`src/dmacc_pkg.sv`:
```
// Package: register map, field positions and enumerations of the channel control block
package dmacc_pkg;

  // ----------------------------------------------------------------
  // Register map
  // ----------------------------------------------------------------
  localparam logic [3:0] ADDR_CTRL_LO = 4'h0;
  localparam logic [3:0] ADDR_CTRL_HI = 4'h4;
  localparam logic [3:0] ADDR_STATUS  = 4'h8;
  localparam logic [3:0] ADDR_IRQMASK = 4'hc;

  // ----------------------------------------------------------------
  // Control field positions (low word)
  // ----------------------------------------------------------------
  localparam int BIT_DEST_BURST_BLOCK = 26;
  localparam int BIT_SRC_BURST_BLOCK  = 25;
  localparam int BIT_CHANNEL_RESET    = 24;
  localparam int BIT_BYTE_ORDER_SWAP  = 23;
  localparam int BIT_ACK_PIN_POLARITY = 22;
  localparam int BIT_REQ_PIN_POLARITY = 21;
  localparam int BIT_REQ_EDGE_DETECT  = 20;
  localparam int BIT_CHAIN_DONE_SEL   = 19;
  localparam int BIT_DONE_MODE_HI     = 18;
  localparam int BIT_DONE_MODE_LO     = 17;
  localparam int BIT_TRANSFER_ACTIVE  = 1;
  localparam int BIT_CHAIN_ENABLE     = 0;

  // Only bits 26:17 and the two flags are implemented
  localparam logic [31:0] CTRL_WR_MASK = 32'h07fe_0003;
  localparam logic [31:0] CTRL_RESET   = 32'h0100_0000;

  // Status bits: 0 request seen, 1 done seen, 2 transfer ended
  localparam int STAT_W = 3;
  localparam logic [STAT_W-1:0] STAT_RESET = 3'h0;

  localparam logic [1:0] DONE_IN_IGNORED = 2'h0;
  localparam logic [1:0] DONE_IN         = 2'h1;
  localparam logic [1:0] DONE_OUT        = 2'h2;
  localparam logic [1:0] DONE_OPEN_DRAIN = 2'h3;

  // Transfer size code: 8 bytes or more from this code upward
  localparam logic [2:0] TRANSFER_SIZE_FIELD_8BYTE = 3'h3;

  typedef enum logic {DMACC_SINGLE_ADDR, DMACC_DUAL_ADDR} dmacc_addr_mode_t;

endpackage : dmacc_pkg

```
`src/dmacc_pin_sync.sv`:
```
// Three-stage synchroniser with agreement filter for one pin input
`timescale 1ns/1ps
`default_nettype none

module dmacc_pin_sync
  import dmacc_pkg::*;
(
  input  wire logic ref_clk,
  input  wire logic rst_n,
  input  wire logic pinIn,
  input  wire logic resetLevel,
  output logic      pinOut
);

  logic meta_q, s2_q, s3_q, out_q;
  logic out_d;

  // ----------------------------------------------------------------
  // Filter
  // ----------------------------------------------------------------
  // Only the later two stages are compared; the first may be metastable
  always_comb begin
    out_d = out_q;
    if (s2_q == s3_q) begin
      out_d = s3_q;
    end
  end

  always_ff @(posedge ref_clk or negedge rst_n) begin
    if (!rst_n) begin
      meta_q <= 1'b1;
      s2_q   <= 1'b1;
      s3_q   <= 1'b1;
      out_q  <= 1'b1;
    end else begin
      meta_q <= pinIn;
      s2_q   <= meta_q;
      s3_q   <= s2_q;
      out_q  <= out_d;
    end
  end

  assign pinOut = out_q;

endmodule : dmacc_pin_sync
`default_nettype wire

```
`src/dmacc_channel_ctrl.sv`:
```
// Channel control bits 26:17 of one DMA channel, with pins and a register port
`timescale 1ns/1ps
`default_nettype none

// Summary of operation
// - Destination burst block splits writes into singles in dual mode
// - Source burst block splits reads into singles in dual mode
// - Channel reset clears flags, status, logic, request
// - Byte swap in dual mode, size eight+
// - Ack pin polarity follows its bit
// - Request pin polarity follows its bit
// - Request detect by edge or level
// - Done pin ends chain or current transfer
// - Done mode: ignored input, input, output, open-drain
module dmacc_channel_ctrl
  import dmacc_pkg::*;
(
  input  wire logic        ref_clk,
  input  wire logic        rst_n,
  // Register port
  input  wire logic [3:0]  regAddr,
  input  wire logic [31:0] regWdata,
  input  wire logic        regWrite,
  input  wire logic        regRead,
  output logic [31:0]      regRdata,
  // Transfer engine side
  input  wire logic        dualAddrMode,
  input  wire logic [2:0]  transferSizeField,
  input  wire logic        ackActive,
  input  wire logic        driveDone,
  input  wire logic        transferEnd,
  input  wire logic        chainLast,
  input  wire logic [63:0] srcData,
  output logic [63:0]      dstData,
  output logic             srcBurstOk,
  output logic             dstBurstOk,
  output logic             reqEvent,
  output logic             busRequest,
  output logic             doneAbortChain,
  output logic             doneAbortCurrent,
  output logic             channelInReset,
  // Pins
  input  wire logic        channel_req_pin,
  output logic             channel_ack_pin,
  input  wire logic        transfer_done_pin_in,
  output logic             transfer_done_pin_out,
  output logic             transfer_done_pin_oe,
  output logic             irq
);

  // ----------------------------------------------------------------
  // Register state
  // ----------------------------------------------------------------
  logic [31:0]       ctrl_q, ctrl_d;
  logic [STAT_W-1:0] status_q, status_d;
  logic [STAT_W-1:0] mask_q, mask_d;
  logic [31:0]       rdata_q, rdata_d;
  logic              reqSync, doneSync;
  logic              reqAsserted, reqPrev_q, reqPrev_d;
  logic              doneAsserted, donePrev_q, donePrev_d;
  logic [STAT_W-1:0] events;
  logic              chanRst;
  logic              doneIsInput;
  logic [63:0]       dst_q, dst_d;
  logic [63:0]       swapped;

  assign chanRst = ctrl_q[BIT_CHANNEL_RESET];

  // ----------------------------------------------------------------
  // Pin synchronisers
  // ----------------------------------------------------------------
  dmacc_pin_sync u_req_sync (
    .ref_clk    (ref_clk),
    .rst_n      (rst_n),
    .pinIn      (channel_req_pin),
    .resetLevel (1'b1),
    .pinOut     (reqSync)
  );

  dmacc_pin_sync u_done_sync (
    .ref_clk    (ref_clk),
    .rst_n      (rst_n),
    .pinIn      (transfer_done_pin_in),
    .resetLevel (1'b1),
    .pinOut     (doneSync)
  );

  // ----------------------------------------------------------------
  // Request detection
  // ----------------------------------------------------------------
  // polarity select
  assign reqAsserted = ctrl_q[BIT_REQ_PIN_POLARITY] ? reqSync : ~reqSync;

  always_comb begin
    reqPrev_d = chanRst ? 1'b0 : reqAsserted;
    reqEvent  = 1'b0;
    if (!chanRst) begin
      if (ctrl_q[BIT_REQ_EDGE_DETECT]) begin
        reqEvent = reqAsserted & ~reqPrev_q;
      end else begin
        reqEvent = reqAsserted;
      end
    end
  end

  assign busRequest = reqEvent & ~chanRst;

  // ----------------------------------------------------------------
  // Acknowledge and done pins
  // ----------------------------------------------------------------
  // ack polarity
  assign channel_ack_pin = ctrl_q[BIT_ACK_PIN_POLARITY] ? (ackActive & ~chanRst)
                                                        : ~(ackActive & ~chanRst);

  always_comb begin
    transfer_done_pin_out = 1'b1;
    transfer_done_pin_oe  = 1'b0;
    doneIsInput           = 1'b0;
    case (ctrl_q[BIT_DONE_MODE_HI:BIT_DONE_MODE_LO])
      DONE_IN_IGNORED: begin
        doneIsInput = 1'b0;
      end
      DONE_IN: begin
        doneIsInput = 1'b1;
      end
      DONE_OUT: begin
        transfer_done_pin_oe  = ~chanRst;
        transfer_done_pin_out = ~driveDone;
      end
      default: begin
        // Open drain: only ever pulls low, and listens like an input
        transfer_done_pin_oe  = driveDone & ~chanRst;
        transfer_done_pin_out = 1'b0;
        doneIsInput           = 1'b1;
      end
    endcase
  end

  // Done pin is active low; own open-drain drive is masked only while the enable is on, not over the synchroniser delay after it
  assign doneAsserted = doneIsInput & ~doneSync & ~transfer_done_pin_oe & ~chanRst;
  assign donePrev_d   = doneAsserted;

  always_comb begin
    doneAbortChain   = 1'b0;
    doneAbortCurrent = 1'b0;
    if (doneAsserted && !donePrev_q) begin
      if (ctrl_q[BIT_CHAIN_DONE_SEL]) begin
        doneAbortChain = 1'b1;
      end else begin
        doneAbortCurrent = 1'b1;
      end
    end
  end

  // ----------------------------------------------------------------
  // Burst control
  // ----------------------------------------------------------------
  // destination and source burst blocks
  assign dstBurstOk = ~(dualAddrMode & ctrl_q[BIT_DEST_BURST_BLOCK]);
  assign srcBurstOk = ~(dualAddrMode & ctrl_q[BIT_SRC_BURST_BLOCK]);

  // ----------------------------------------------------------------
  // Byte order
  // ----------------------------------------------------------------
  genvar gi;
  generate
    for (gi = 0; gi < 8; gi++) begin : g_swap
      assign swapped[gi*8 +: 8] = srcData[(7-gi)*8 +: 8];
    end
  endgenerate

  always_comb begin
    dst_d = srcData;
    if (ctrl_q[BIT_BYTE_ORDER_SWAP] && dualAddrMode && transferSizeField >= TRANSFER_SIZE_FIELD_8BYTE) begin
      dst_d = swapped;
    end
  end

  assign dstData = dst_q;

  // ----------------------------------------------------------------
  // Registers, status and interrupt
  // ----------------------------------------------------------------
  assign events = {transferEnd, doneAbortChain | doneAbortCurrent, reqEvent};

  always_comb begin
    ctrl_d   = ctrl_q;
    status_d = status_q;
    mask_d   = mask_q;
    rdata_d  = 32'h0000_0000;
    if (regWrite) begin
      if (regAddr == ADDR_CTRL_LO) begin
        ctrl_d = regWdata & CTRL_WR_MASK;
      end else if (regAddr == ADDR_STATUS) begin
        status_d = status_q & ~regWdata[STAT_W-1:0];
      end else if (regAddr == ADDR_IRQMASK) begin
        mask_d = regWdata[STAT_W-1:0];
      end
    end
    // Set wins over a write-one clear in the same cycle
    status_d = status_d | events;
    if (transferEnd && chainLast) begin
      ctrl_d[BIT_CHAIN_ENABLE] = 1'b0;
    end
    if (doneAbortChain) begin
      ctrl_d[BIT_CHAIN_ENABLE]    = 1'b0;
      ctrl_d[BIT_TRANSFER_ACTIVE] = 1'b0;
    end
    if (ctrl_d[BIT_CHANNEL_RESET]) begin
      ctrl_d[BIT_TRANSFER_ACTIVE] = 1'b0;
      ctrl_d[BIT_CHAIN_ENABLE]    = 1'b0;
      status_d                    = STAT_RESET;
    end
    if (regRead) begin
      if (regAddr == ADDR_CTRL_LO) begin
        rdata_d = ctrl_q;
      end else if (regAddr == ADDR_STATUS) begin
        rdata_d = {{(32-STAT_W){1'b0}}, status_q};
      end else if (regAddr == ADDR_IRQMASK) begin
        rdata_d = {{(32-STAT_W){1'b0}}, mask_q};
      end
    end
  end

  always_ff @(posedge ref_clk or negedge rst_n) begin
    if (!rst_n) begin
      ctrl_q     <= CTRL_RESET;
      status_q   <= STAT_RESET;
      mask_q     <= STAT_RESET;
      rdata_q    <= 32'h0000_0000;
      reqPrev_q  <= 1'b0;
      donePrev_q <= 1'b0;
      dst_q      <= 64'h0;
    end else begin
      ctrl_q     <= ctrl_d;
      status_q   <= status_d;
      mask_q     <= mask_d;
      rdata_q    <= rdata_d;
      reqPrev_q  <= reqPrev_d;
      donePrev_q <= donePrev_d;
      dst_q      <= dst_d;
    end
  end

  assign regRdata       = rdata_q;
  // held off until software clears reset
  assign channelInReset = chanRst;
  assign irq            = |(status_q & mask_q) & ~chanRst;

endmodule : dmacc_channel_ctrl
`default_nettype wire

```
`config.mk`:
```
export PLATFORM = sky130hd
export DESIGN_NAME = dmacc_channel_ctrl
export DESIGN_NICKNAME = d
export VERILOG_FILES = /design/src/dmacc_pkg.sv /design/src/dmacc_pin_sync.sv /design/src/dmacc_channel_ctrl.sv
export SDC_FILE = /design/constraint.sdc
export NUM_CORES = 1
export LEC_CHECK = 0
export BUFFER_PORTS_ARGS = -buffer_cell sky130_fd_sc_hd__buf_4
export CAP_MARGIN = 30
export CORE_ASPECT_RATIO = 1.1
export CORE_MARGIN = 2
export CORE_UTILIZATION = 30
export CTS_CLUSTER_DIAMETER = 100
export DETAILED_ROUTE_END_ITERATION = 8
export GPL_TIMING_DRIVEN = 1
export PLACE_DENSITY = 0.56
export SLEW_MARGIN = 10
export SYNTH_ARGS = -nofsm -noshare
export SYNTH_HDL_FRONTEND = slang
export SYNTH_SLANG_ARGS = --single-unit
```
`constraint.sdc`:
```
create_clock -name ref_clk -period 1.3 [get_ports ref_clk]
set_input_delay 0.39 -clock ref_clk [delete_from_list [all_inputs] [get_ports ref_clk]]
set_output_delay 0.39 -clock ref_clk [all_outputs]
set_load 0.02 [all_outputs]
```
==> out/results.txt <==
Final instance area = 7130 um2
Largest net degree at the start of global routing = 30
Final period util = 138%
TritonRoute pass-1 iters = 4
Fin Clk Skew = 5.56 ps
Worst-Skew Late Latency = 350 ps
GRT Total Usage = 15.9%
TritonCTS buffer count = 9
LEAKAGE = 3.49 nW
Rows = 45
CP peak stage delay = 540 ps
Crit Path Max Fanout = 2
Post-DP HPWL = 7900 um
FMAX = 556 MHz
Vias in the first global route = 3347
Synthesized area per cell = 14.9 um2
Final max-slew violation count = 0
Final net count = 638
Share of cells above drive strength 1 = 69.4%
WS Path Type = flop to primary output
Bufs on Longest Clock Path = 2
Yosys top cell area share = 58.0%
CP arrival = 1410 ps
Die ar. = 14800 um2
Most frequent cells after synthesis = dfrtp_1 (96), mux2_2 (76), buf_4 (26)
Top delay family on crit path = flip-flops
Clock Tree Root = clkbuf_16
Share of synthesized registers carrying an async set or reset = 100%
Post-Place Worst Slack = -220 ps
Max cap viols = 0
RSZ-0062 raised after global routing = true
Die Y = 127 um
Worst Setup SP = u_req_sync.pinOut
Netlist Area Pre-Place = 4140 um2
Routability congestion estimate = 0.771
Initial DRC Count = 46
P&R area growth vs syn = 72.0%
Buffers and inverters on the worst path = 2
H-tree depth = 3
Seq/Total Area, Yosys = 63.7%
Core area = 13600 um2
Worst r2r src = ctrl_q[23]
Peak supply drop = 0.000812 V
Synthesized flop and latch total = 105
ANT cells = 0
Slowest cell on the critical path = dfstp_2
Finished Core Util = 52.3%
Status = complete, but fails checks
Post-synth EDFFs = 0
Antenna Violating Nets Remaining = 0
Dominant cells by area after synthesis = dfrtp_1 (58%), mux2_2 (21%), dfstp_2 (5.7%)
First-pass GRT wire length = 17400 um
Worst setup SP type = flop
Final Hold Viols = 0
Dpl cell area = 6100 um2
Main flop type after synthesis = dfrtp_1
CTS clk-pin slew, worst paths = 70 ps
# port buffers = 182
Drt wl/cell = 15.7 um
Grt ovf = 0
I/O pin count = 221
Post-synthesis cell type count = 32
CTS tree = done
Hold path start = transfer_done_pin_in
Crit-path cells = xor2_1 -> nor2_1 -> nand2_1 -> inv_2 -> buf_6
Initial antenna violation count = 0
Drt total wl = 11300 um
Total number of vias = 3005
Worst Hold Class = input port to flop
Initial core utilization = 30.4%
Post-synth top area cell = dfrtp_1
Final setup vio count = 63
Setup slack after layout = -497 ps
# DRC = 0
Most numerous cell in the Yosys netlist = dfrtp_1
Fin crit period = 1800 ps
Synthesis warning total = 0
Pwr dens = 1310 nW/um2
Failing checks = negative setup slack
Cells after synthesis = 279
Chip width = 116 um
Clk sink count = 105
Setup crit end kind = primary output
Via/cell ratio = 4.19
CP required = 910 ps
-- report_power, final --
| group | switching [W] | leakage [nW] | internal (W) |
|---|---|---|---|
| clock | 0.00122 | 0.149 | 0.00155 |
| combinational | 0.00115 | 2.08 | 0.00157 |
| sequential | 0.000203 | 1.26 | 0.00362 |
-- placed cells by master (no fill, tap or decap), types with 2 or more instances in the layout --
master,Yosys,final
dfstp_2,9,9
a21oi_2,0,2
a22oi_1,2,2
buf_8,0,4
conb_1,1,19
buf_6,1,48
nor2_1,10,7
and2_1,9,9
maj3_1,2,2
mux2_4,1,65
nor2b_4,0,2
o21ai_0,5,4
mux2_2,76,12
dfrtp_1,96,95
mux2i_1,3,3
clkinv_2,0,2
nor2_4,1,5
buf_4,26,176
inv_6,0,2
clkbuf_16,0,10
nand2_1,10,8
nand2_2,0,2
a21oi_1,5,2
inv_1,4,3
buf_12,0,13
-- metrics by stage --
stage / power, W / setup TNS, ps / hold slack [ps] / std cells
after global placement: 0.00599 / -13720 / 277 / 671
after global routing: 0.00980 / -10720 / 126 / 717
final: 0.00932 / -6870 / 147 / 717
after CTS: 0.00942 / -8920 / 128 / 717
after floorplan: 0.00504 / -2360 / 94.4 / 297
after detailed placement: 0.00603 / -14410 / 276 / 671
-- area by class of cell --
type                    count  area (um2)
well taps                 188         235
clock inverters             6        65.1
inverters                   4        15.0
multi-input cells         160        1690
flip-flops and latches    105        2640
clock buffers              10         239
repair buffers            244        2240
fillers                  1210        6500
-- layer usage --
metal	GRT usage [%]	share of wire [%]	up-vias
li1	-	-	1405
met3	7.59	11	19
met5	0	0	-
met4	6.23	2.1	0
met1	18.7	39	1447
met2	25.0	48	134
-- final timing paths --
| path | endpoint | slack [ps] | depth (start not counted) |
|---|---|---|---|
| setup / recovery | busRequest | -500 | 5 |
| setup reg to reg | dstData[34] | -100 | 6 |
| hold / removal | u_done_sync.meta_q | 150 | 1 |
| max in group asynchronous | dstData[58] | 320 | 3 |
| hold reg to reg | u_req_sync.s2_q | 360 | 0 |
| min in group asynchronous | dstData[43] | 450 | 2 |
-- sequential cells by signal, summed over array words and instances (netlist names), 3 cells and up --
register	count
status_q	3
mask_q	3
dstData	64
ctrl_q	12
regRdata	13
-- timing repair --
action | in CTS | in global routing
endpoints found under the setup margin | 72 | 110
buffers inserted | 20 | 15
gates cloned | 9 | 1
resized for setup | 47 | 64
hold buffers | 1 | 0
pin swaps | 7 | 10
hold endpoints to repair | 13 | 0
-- cells by family (layout without fill, tap and decap cells) --
logic type      count (synthesis)  after routing  share of synthesized area [%]
mux                            80             80                           21.7
simple gates                   43             43                           5.65
buf+inv                        32            264                           5.46
other cells                     1             19                         0.0905
compound gates                 14             14                           2.48
xor+xnor                        2              2                          0.423
flops                         105            105                           63.7
fa+ha+maj                       2              2                          0.483
Power figures use the tool's default switching activity.
